==> config.mk <==
export PLATFORM = sky130hd
export DESIGN_NAME = prs_device_flat
export DESIGN_NICKNAME = d
export VERILOG_FILES = /design/src/rtl/prs_pkg.sv /design/src/rtl/prs_link_if.sv /design/src/rtl/prs_sync.sv /design/src/rtl/prs_device.sv /design/src/flat_wrapper.sv
export VERILOG_INCLUDE_DIRS = /design/src /design/src/rtl
export SDC_FILE = /design/constraint.sdc
export NUM_CORES = 1
export LEC_CHECK = 0
export ABC_AREA = 0
export BUFFER_PORTS_ARGS = -buffer_cell sky130_fd_sc_hd__buf_2
export CELL_PAD_IN_SITES_DETAIL_PLACEMENT = 0
export CELL_PAD_IN_SITES_GLOBAL_PLACEMENT = 1
export CORE_AREA = 4 4 116 229
export CTS_CLUSTER_DIAMETER = 120
export DETAILED_ROUTE_END_ITERATION = 16
export DIE_AREA = 0 0 120 233
export PLACE_DENSITY_LB_ADDON = 0.08
export REMOVE_ABC_BUFFERS = 1
export SYNTH_ARGS = -nofsm -noshare
export SYNTH_HDL_FRONTEND = slang
export SYNTH_HIERARCHICAL = 1
export SYNTH_SLANG_ARGS = --single-unit
==> constraint.sdc <==
create_clock -name pclk -period 3.1 [get_ports pclk]
set_input_delay 0.31 -clock pclk [delete_from_list [all_inputs] [get_ports pclk]]
set_output_delay 0.31 -clock pclk [all_outputs]
set_load 0.02 [all_outputs]
==> src/rtl/prs_defines.svh <==
`ifndef PRS_DEFINES_SVH
`define PRS_DEFINES_SVH

// timing figures, in their own units
`define PRS_CLK_PERIOD_NS 20
`define PRS_SCLK_PERIOD_NS 160
`define PRS_SHIFT_TIME_NS 60
// pclk cycles a config word stands before the next may follow
`define PRS_CFG_HOLD 3'h4
// reconfig clock rises the step request is held
`define PRS_HOLD_RISES 2'h2

// output counters on the larger variant
`define PRS_NUM_OUT 10

// counter select codes
`define PRS_SEL_ALL 4'h0
`define PRS_SEL_FB 4'h1
`define PRS_SEL_C0 4'h2

// counter word: low group [8:0], high group [17:9]
`define PRS_CW_W 18
`define PRS_CW_LOW_LSB 0
`define PRS_CW_ODD 8
`define PRS_CW_HIGH_LSB 9
`define PRS_CW_BYPASS 17

// counter word index on the link
`define PRS_IDX_PRE 4'h0
`define PRS_IDX_FB 4'h1
`define PRS_IDX_C0 4'h2

// controller register offsets
`define PRS_REG_CTRL 8'h00
`define PRS_REG_STATUS 8'h04
`define PRS_REG_LOOP 8'h08
`define PRS_REG_CNT 8'h0c

// ctrl fields
`define PRS_CTRL_GO 0
`define PRS_CTRL_DIR 1
`define PRS_CTRL_SEL_LSB 2
// status fields
`define PRS_ST_BUSY 0
`define PRS_ST_DONE 1
`define PRS_ST_REJECT 2
// loop fields
`define PRS_LOOP_PUMP_LSB 0
`define PRS_LOOP_RES_LSB 3
`define PRS_LOOP_CAP_LSB 8
`define PRS_LOOP_KBIT 10
// counter load fields
`define PRS_CNT_WORD_LSB 0
`define PRS_CNT_IDX_LSB 18

// reset values
`define PRS_TAP_RST 3'h0
`define PRS_PUMP_RST 3'h0
`define PRS_RES_RST 5'h00
`define PRS_CAP_RST 2'h0
`define PRS_KBIT_RST 1'b1
`define PRS_FACTOR_RST 9'h001

`endif

==> src/rtl/prs_pkg.sv <==
`include "prs_defines.svh"
package prs_pkg;
  // phase tap, eighths of a vco period
  typedef logic [2:0] prs_tap_t;
  // effective divide or multiply factor
  typedef logic [8:0] prs_factor_t;
  // one counter's configuration word
  typedef logic [`PRS_CW_W-1:0] prs_cword_t;
  // device step handshake states
  typedef enum logic [1:0] {
    PRS_D_IDLE = 2'b00,
    PRS_D_RISE1 = 2'b01,
    PRS_D_RISE2 = 2'b11,
    PRS_D_SHIFT = 2'b10
  } prs_dstate_t;
  // controller step sequence states
  typedef enum logic [2:0] {
    PRS_H_IDLE = 3'b000,
    PRS_H_SETUP = 3'b001,
    PRS_H_REQ = 3'b011,
    PRS_H_WAITHI = 3'b010,
    PRS_H_GAP = 3'b110
  } prs_hstate_t;
endpackage

==> src/rtl/prs_link_if.sv <==
`timescale 1ns/1ps
`default_nettype none
interface prs_link_if;
  logic scanclk;           // free-running reconfig clock
  logic shift_request;     // step request
  logic shift_direction;   // 1 later, 0 earlier
  logic [3:0] counter_select;
  logic shift_complete;    // high when ready
  logic cfg_toggle;        // flips once per config word
  logic [2:0] pump_current_code;
  logic [4:0] filter_res_code;
  logic [1:0] filter_cap_code;
  logic post_div_bit;      // 0 bypasses the post-scale divider
  logic [3:0] cnt_index;
  logic [17:0] cnt_word;
  // documented device end
  modport dev (
    input scanclk, shift_request, shift_direction, counter_select,
    input cfg_toggle, pump_current_code, filter_res_code, filter_cap_code,
    input post_div_bit, cnt_index, cnt_word,
    output shift_complete
  );
  // controlling end
  modport host (
    output scanclk, shift_request, shift_direction, counter_select,
    output cfg_toggle, pump_current_code, filter_res_code, filter_cap_code,
    output post_div_bit, cnt_index, cnt_word,
    input shift_complete
  );
endinterface
`default_nettype wire

==> src/rtl/prs_sync.sv <==
`timescale 1ns/1ps
`default_nettype none
module prs_sync #(
  parameter int W = 1
) (
  // clock and reset
  input wire logic pclk,
  input wire logic presetn,
  // foreign-domain bits in, safe bits out
  input wire logic [W-1:0] d,
  output logic [W-1:0] q
);
  logic [W-1:0] meta_r; // first stage, read only by q

  // two flops before any logic looks
  always_ff @(posedge pclk or negedge presetn) begin
    if (!presetn) begin
      meta_r <= '0;
      q <= '0;
    end else begin
      meta_r <= d;
      q <= meta_r;
    end
  end
endmodule // prs_sync
`default_nettype wire

==> src/rtl/prs_device.sv <==
`timescale 1ns/1ps
`default_nettype none
`include "prs_defines.svh"
module prs_device #(
  parameter int NUM_OUT = `PRS_NUM_OUT
) (
  // clock and reset
  input wire logic pclk,
  input wire logic presetn,
  // link to the controlling party
  prs_link_if.dev link,
  // loop settings in force
  output logic [2:0] pump_code,
  output logic [4:0] res_code,
  output logic [1:0] cap_code,
  output prs_pkg::prs_factor_t post_div,
  // counter factors in force
  output prs_pkg::prs_factor_t pre_div,
  output prs_pkg::prs_factor_t fb_mul,
  output prs_pkg::prs_factor_t out_div [NUM_OUT],
  output logic [NUM_OUT-1:0] out_odd,
  // phase taps, index 0 feedback, 1.. outputs
  output prs_pkg::prs_tap_t tap_pos [NUM_OUT+1],
  // step status
  output logic shift_busy,
  output logic sel_bad
);
  import prs_pkg::*;

  localparam int SW = 41; // synchronised link bits
  localparam logic [3:0] SHIFT_CYC = 4'(
    (`PRS_SHIFT_TIME_NS + `PRS_CLK_PERIOD_NS - 1) / `PRS_CLK_PERIOD_NS);

  logic [SW-1:0] sync_q; // link after two flops
  logic sclk_s; // reconfig clock level
  logic req_s; // step request level
  logic dir_s; // direction level
  logic [3:0] sel_s; // counter select level
  logic tog_s; // config toggle level
  logic [2:0] pump_s;
  logic [4:0] res_s;
  logic [1:0] cap_s;
  logic kbit_s;
  logic [3:0] idx_s;
  prs_cword_t word_s;
  logic sclk_d_r; // previous reconfig clock level
  logic tog_d_r; // previous toggle level
  logic sclk_rise; // reconfig clock rose
  logic sclk_fall; // reconfig clock fell
  logic tog_chg; // new config word present
  prs_dstate_t state_r; // step handshake state
  logic armed_r; // request seen low since last step
  logic complete_r; // shift complete drive
  logic dir_r; // captured direction
  logic [NUM_OUT:0] mask_r; // captured target set
  logic [3:0] wait_r; // shift time left
  logic shift_fire; // taps move this cycle
  prs_tap_t tap_r [NUM_OUT+1];
  logic [2:0] pump_r;
  logic [4:0] res_r;
  logic [1:0] cap_r;
  logic kbit_r;
  prs_factor_t pre_r;
  prs_factor_t fb_r;
  prs_factor_t odiv_r [NUM_OUT];
  logic [NUM_OUT-1:0] odd_r;
  logic sel_bad_r;

  // select code to target set; out of range gives none
  function automatic logic [NUM_OUT:0] sel_mask(input logic [3:0] code);
    logic [NUM_OUT:0] m;
    m = '0;
    if (code == `PRS_SEL_ALL) begin
      m[NUM_OUT:1] = '1; // all output counters
    end else if (code == `PRS_SEL_FB) begin
      m[0] = 1'b1; // feedback counter
    end else if (int'(code) - int'(`PRS_SEL_C0) < NUM_OUT) begin
      m[int'(code) - int'(`PRS_SEL_C0) + 1] = 1'b1;
    end
    return m;
  endfunction

  // counter word to its effective factor
  function automatic prs_factor_t eff_factor(input prs_cword_t w);
    prs_factor_t f;
    f = 9'({1'b0, w[`PRS_CW_HIGH_LSB +: 8]}) + 9'({1'b0, w[`PRS_CW_LOW_LSB +: 8]});
    if (w[`PRS_CW_BYPASS]) begin
      f = `PRS_FACTOR_RST;
    end
    return f;
  endfunction

  // every link input passes two flops
  prs_sync #(.W(SW)) u_sync (
    .pclk(pclk),
    .presetn(presetn),
    .d({link.scanclk, link.shift_request, link.shift_direction,
        link.counter_select, link.cfg_toggle, link.pump_current_code,
        link.filter_res_code, link.filter_cap_code, link.post_div_bit,
        link.cnt_index, link.cnt_word}),
    .q(sync_q)
  );
  assign {sclk_s, req_s, dir_s, sel_s, tog_s, pump_s, res_s, cap_s,
          kbit_s, idx_s, word_s} = sync_q;

  // edge finders on synchronised levels
  always_ff @(posedge pclk or negedge presetn) begin
    if (!presetn) begin
      sclk_d_r <= 1'b0;
      tog_d_r <= 1'b0;
    end else begin
      sclk_d_r <= sclk_s;
      tog_d_r <= tog_s;
    end
  end
  assign sclk_rise = sclk_s & ~sclk_d_r;
  assign sclk_fall = ~sclk_s & sclk_d_r;
  assign tog_chg = tog_s ^ tog_d_r;

  // step handshake sequence
  always_ff @(posedge pclk or negedge presetn) begin
    if (!presetn) begin
      state_r <= PRS_D_IDLE;
      complete_r <= 1'b1;
      dir_r <= 1'b0;
      mask_r <= '0;
      wait_r <= 4'h0;
      sel_bad_r <= 1'b0;
    end else begin
      unique case (state_r)
        PRS_D_IDLE: begin
          // request latched on the falling edge
          if (sclk_fall && req_s && armed_r) begin
            state_r <= PRS_D_RISE1;
          end
        end
        PRS_D_RISE1: begin
          // first rise after the latch
          if (sclk_rise) begin
            state_r <= PRS_D_RISE2;
          end
        end
        PRS_D_RISE2: begin
          // second rise: capture controls, drop complete
          if (sclk_rise) begin
            dir_r <= dir_s;
            mask_r <= sel_mask(sel_s);
            sel_bad_r <= (sel_mask(sel_s) == '0);
            complete_r <= 1'b0;
            wait_r <= SHIFT_CYC - 4'h1;
            state_r <= PRS_D_SHIFT;
          end
        end
        PRS_D_SHIFT: begin
          // complete stays low until the taps have moved
          if (wait_r == 4'h0) begin
            complete_r <= 1'b1;
            state_r <= PRS_D_IDLE;
          end else begin
            wait_r <= wait_r - 4'h1;
          end
        end
      endcase
    end
  end

  // one step per pulse: rearm only after request low
  always_ff @(posedge pclk or negedge presetn) begin
    if (!presetn) begin
      armed_r <= 1'b1;
    end else if (state_r == PRS_D_IDLE && sclk_fall && req_s && armed_r) begin
      armed_r <= 1'b0;
    end else if (sclk_fall && !req_s) begin
      armed_r <= 1'b1;
    end
  end

  assign shift_fire = (state_r == PRS_D_SHIFT) && (wait_r == 4'h0);

  // tap selection only; no counter is held or reset
  for (genvar g = 0; g <= NUM_OUT; g++) begin : g_tap
    always_ff @(posedge pclk or negedge presetn) begin
      if (!presetn) begin
        tap_r[g] <= `PRS_TAP_RST;
      end else if (shift_fire && mask_r[g]) begin
        tap_r[g] <= dir_r ? tap_r[g] + 3'h1 : tap_r[g] - 3'h1;
      end
    end
    assign tap_pos[g] = tap_r[g];
  end

  // loop settings reload on every config word
  always_ff @(posedge pclk or negedge presetn) begin
    if (!presetn) begin
      pump_r <= `PRS_PUMP_RST;
      res_r <= `PRS_RES_RST;
      cap_r <= `PRS_CAP_RST;
      kbit_r <= `PRS_KBIT_RST;
    end else if (tog_chg) begin
      pump_r <= pump_s;
      res_r <= res_s;
      cap_r <= cap_s;
      kbit_r <= kbit_s;
    end
  end

  // counter factors reload by index
  always_ff @(posedge pclk or negedge presetn) begin
    if (!presetn) begin
      pre_r <= `PRS_FACTOR_RST;
      fb_r <= `PRS_FACTOR_RST;
      odiv_r <= '{default: `PRS_FACTOR_RST};
      odd_r <= '0;
    end else if (tog_chg) begin
      if (idx_s == `PRS_IDX_PRE) begin
        pre_r <= eff_factor(word_s);
      end else if (idx_s == `PRS_IDX_FB) begin
        fb_r <= eff_factor(word_s);
      end else if (int'(idx_s) - int'(`PRS_IDX_C0) < NUM_OUT) begin
        odiv_r[int'(idx_s) - int'(`PRS_IDX_C0)] <= eff_factor(word_s);
        odd_r[int'(idx_s) - int'(`PRS_IDX_C0)] <= word_s[`PRS_CW_ODD];
      end
    end
  end

  // outputs
  assign pump_code = pump_r;
  assign res_code = res_r;
  assign cap_code = cap_r;
  assign post_div = kbit_r ? 9'h002 : `PRS_FACTOR_RST;
  assign pre_div = pre_r;
  assign fb_mul = fb_r;
  assign out_div = odiv_r;
  assign out_odd = odd_r;
  assign shift_busy = (state_r != PRS_D_IDLE);
  assign sel_bad = sel_bad_r;
  assign link.shift_complete = complete_r;

endmodule // prs_device
`default_nettype wire

==> src/flat_wrapper.sv <==
// flat-port wrapper written by rule: the top's interface ports become plain ports
module prs_device_flat import prs_pkg::*;
#(
  parameter int NUM_OUT = `PRS_NUM_OUT
)
  (pclk, presetn, pump_code, res_code, cap_code, post_div, pre_div, fb_mul, out_div, out_odd, tap_pos, shift_busy, sel_bad, link_scanclk, link_shift_request, link_shift_direction, link_counter_select, link_cfg_toggle, link_pump_current_code, link_filter_res_code, link_filter_cap_code, link_post_div_bit, link_cnt_index, link_cnt_word, link_shift_complete);
  prs_link_if link_i ();
  input wire logic pclk;
  input wire logic presetn;
  output logic [2:0] pump_code;
  output logic [4:0] res_code;
  output logic [1:0] cap_code;
  output prs_pkg::prs_factor_t post_div;
  output prs_pkg::prs_factor_t pre_div;
  output prs_pkg::prs_factor_t fb_mul;
  output prs_pkg::prs_factor_t out_div[NUM_OUT];
  output logic [NUM_OUT-1:0] out_odd;
  output prs_pkg::prs_tap_t tap_pos[NUM_OUT+1];
  output logic shift_busy;
  output logic sel_bad;
  input wire logic [$bits(link_i.scanclk)-1:0] link_scanclk;
  input wire logic [$bits(link_i.shift_request)-1:0] link_shift_request;
  input wire logic [$bits(link_i.shift_direction)-1:0] link_shift_direction;
  input wire logic [$bits(link_i.counter_select)-1:0] link_counter_select;
  input wire logic [$bits(link_i.cfg_toggle)-1:0] link_cfg_toggle;
  input wire logic [$bits(link_i.pump_current_code)-1:0] link_pump_current_code;
  input wire logic [$bits(link_i.filter_res_code)-1:0] link_filter_res_code;
  input wire logic [$bits(link_i.filter_cap_code)-1:0] link_filter_cap_code;
  input wire logic [$bits(link_i.post_div_bit)-1:0] link_post_div_bit;
  input wire logic [$bits(link_i.cnt_index)-1:0] link_cnt_index;
  input wire logic [$bits(link_i.cnt_word)-1:0] link_cnt_word;
  output wire logic [$bits(link_i.shift_complete)-1:0] link_shift_complete;
  assign link_i.scanclk = link_scanclk;
  assign link_i.shift_request = link_shift_request;
  assign link_i.shift_direction = link_shift_direction;
  assign link_i.counter_select = link_counter_select;
  assign link_i.cfg_toggle = link_cfg_toggle;
  assign link_i.pump_current_code = link_pump_current_code;
  assign link_i.filter_res_code = link_filter_res_code;
  assign link_i.filter_cap_code = link_filter_cap_code;
  assign link_i.post_div_bit = link_post_div_bit;
  assign link_i.cnt_index = link_cnt_index;
  assign link_i.cnt_word = link_cnt_word;
  assign link_shift_complete = link_i.shift_complete;
  prs_device #(.NUM_OUT(NUM_OUT)) u_core (.pclk(pclk), .presetn(presetn), .link(link_i), .pump_code(pump_code), .res_code(res_code), .cap_code(cap_code), .post_div(post_div), .pre_div(pre_div), .fb_mul(fb_mul), .out_div(out_div), .out_odd(out_odd), .tap_pos(tap_pos), .shift_busy(shift_busy), .sel_bad(sel_bad));
endmodule
==> reports/qor.yml <==
netlist_top_cells_area: "dfrtp_1, mux2_2, dfstp_2"
dp.cells: 1339
cts_buffer_depth: 3
p_leak_nw: 6.60
fin_ws_ps: 409
final_area_um2: 13500
ys_seq_area_share_pct: 62.3
synth.avg_cell_area_um2: 13.1
fp.dieW_um: 120
stdcell_count: 1426
synth.top_cell.area_share_pct: 58.7
cts_tree: "yes"
worstSetupPathType: "reg -> reg"
drive_above_1_share_pct: 37.5
grt_pass1_vias: 7517
num-fill-cells: 2282
fin_skew_ps: 9.02
fin_crit_sh_pct: 86.8
rows: 82
powerDensity_nw_per_um2: 836
num_vias: 7159
ant_nets: 0
synth_compound_area_share_pct: 7.17
ir_drop_v: 0.000612
synth_cell_types: 61
synth_fa_ha_area_share_pct: 3.87
outcome: "complete, no violations"
synth_ff_type: "dfrtp_1"
tns_ps: 0
synth_seq_cells: 267
portBuffers: 208
drt-pass1-iter-count: 4
routed_wl_mm: 26.8
startpoint_type: "register"
synth-async-reset-ratio_pct: 100
slew_violations: 0
cts_made_buffers: 25
coreArea_um2: 24900
fin_crit_ps: 2690
post-route-util_pct: 54.1
io_pins: 216
drt_first_iter_violations: 312
htreeDepth: 1
synth_area_um2: 10700
synth-edff-count: 0
path_clk_slew_ps: 60
post-synth-top-area-cell: "dfrtp_1"
avgViaCountPerCell: 5.02
rsz0062_at_grt: "false"
clock_latency_ps: 530
avgRoutedWirePerCell_um: 18.8
fin_hold_ws_ps: 320
hold_class: "in -> async"
dpl_worst_slack_ps: 420
start_util_pct: 43.1
die_h_um: 233
cp.required_ps: 3550
syn_to_final_growth_pct: 25.6
worst_pin_slew_ps: 979
yosys.area_share.xor_xnor_pct: 3.59
clock_sinks: 267
synth_top_family_by_area: "multiplexers"
placedInstanceArea_um2: 12200
power_mw: 11.3
endpoint_kind: "register"
crit_fanout: 12
die_area_um2: 28000
muxShareOfSynthArea_pct: 11.7
grt_overflow: 0
antenna_found_initial: 1
dp_hpwl_mm: 19.6
gr-usage-all-layers_pct: 19.5
critical_path_arrival_ps: 3140
grt_max_degree: 76
route.detailed.drc: 0
ys_warn_count: 6
hold_violations: 0
gp_congestion: 0.858
grt_pass1_wl_mm: 42.4
rrSetupSlack_ps: 410
cts-root-buf: "clkbuf_16"
synthCells: 819
maxCapViolations: 0
yosys.area_share.simple_pct: 8.23
slew_headroom_pct: 34.5
clock.fmax_mhz: 372
num-nets-final: 1141
setup_viol: 0
reg2reg_depth: 7
r2r-end: "u_core/mask_r[4]$_DFFE_PN0P_"
regToRegStartpoint: "u_core/u_sync/q[35]$_DFF_PN0_"
-- layout make-up --
type	count	area [um^2]	share of cell area, %
sequential	267	6700	49.6
multi-input combinational	484	3760	27.9
timing repair buffer	276	1690	12.5
clock buffer	27	653	4.84
tap	336	420	3.11
clock inverter	17	201	1.49
inverter	18	67.6	0.501
antenna	1	2.50	0.0185
-- logic make-up (layout without fill, tap and decap cells) --
group / after synthesis / in the layout
flops: 267 / 267
simple gates: 180 / 180
compound gates: 114 / 114
mux: 113 / 113
buf+inv: 74 / 338
xor+xnor: 44 / 44
fa+ha+maj: 26 / 26
other cells: 1 / 8
-- flip-flops by register name, indices dropped and copies added (netlist names), 2 cells and up --
name and flops:
u_core/pre_div 9, u_core/u_sync/q 41, u_core/res_code 5, u_core/wait_r 4, u_core/out_div 90, u_core/fb_mul 9, u_core/tap_pos 33, u_core/u_sync/meta_r 41
u_core/pump_code 3, u_core/mask_r 11, u_core/cap_code 2, u_core/out_odd 10, u_core/state_r 2
-- report_power, final --
part	internal (mW)	switching [mW]
logic	1.28	1.95
registers	4.32	0.532
clock network	1.87	1.34
total	7.46	3.82
-- cells in the final DEF (no fill, tap or decap), types with 4 or more instances in the layout --
cell	instances
dfrtp_1	252
buf_2	207
mux2_2	99
nand2_1	54
nor2_1	50
dlygate4sd3_1	42
o21ai_0	32
clkbuf_16	25
xor2_1	25
buf_4	24
a21oi_1	23
xnor2_1	19
inv_1	18
dfstp_2	15
mux2i_1	14
ha_1	14
fa_1	12
clkinv_2	8
o31ai_1	8
nand4_1	8
nand2b_1	7
nor2b_1	7
a211oi_1	7
o221ai_1	7
a211o_1	7
conb_1	7
or2_2	6
nand3_1	6
a21o_1	6
nor3_1	6
nor3_2	5
or4_1	5
nor4_1	5
bufinv_16	4
or3_1	4
-- worst max path at each step --
stage	from	endpoint	cells past startpoint
after floorplan	u_core/u_sync/q[33]$_DFF_PN0_	u_core/out_div[37]$_DFFE_PN0P_	4
after global placement	u_core/u_sync/q[0]$_DFF_PN0_	u_core/out_div[85]$_DFFE_PN0P_	7
after detailed placement	u_core/u_sync/q[0]$_DFF_PN0_	u_core/out_div[49]$_DFFE_PN0P_	7
after CTS	u_core/u_sync/q[0]$_DFF_PN0_	u_core/out_div[13]$_DFFE_PN0P_	7
after global routing	u_core/u_sync/q[35]$_DFF_PN0_	u_core/mask_r[4]$_DFFE_PN0P_	7
final	u_core/u_sync/q[35]$_DFF_PN0_	u_core/mask_r[4]$_DFFE_PN0P_	7
-- routing by layer --
metal | track usage (%) | up-vias | part of all wire, % | routed length (um)
met4 | 9.04 | 0 | 4.3 | 1150
met3 | 2.24 | 55 | 3.3 | 899
met5 | 0 | - | 0 | 0
met1 | 20.9 | 3613 | 35 | 9390
li1 | - | 3325 | - | -
met2 | 37.6 | 166 | 57 | 15400
-- timing repair --
item,in CTS,in global routing
buffers inserted,0,0
resized for setup,0,0
hold endpoints to repair,99,0
hold buffers,42,0
-- critical path, stage by stage (launching register included) --
cell	delay, ps
dfrtp_1	560
inv_1	170
ha_1	390
or4b_1	530
o221a_2	170
and3_4	200
or4_1	460
a21oi_1	150
-- synthesized netlist by cell type, drive strengths merged, types with 7 or more instances --
cell type,count
buf,26
mux2,99
inv,18
clkbuf,30
a211oi,7
a211o,7
dfrtp,252
nor2b,7
a21oi,23
o31ai,8
xor2,25
nand2,54
o221ai,7
o21ai,32
ha,14
fa,12
nor3,11
or2,7
mux2i,14
nor2,50
nand2b,7
dfstp,15
nand4,8
xnor2,19
(Power assumes the default switching activity.)
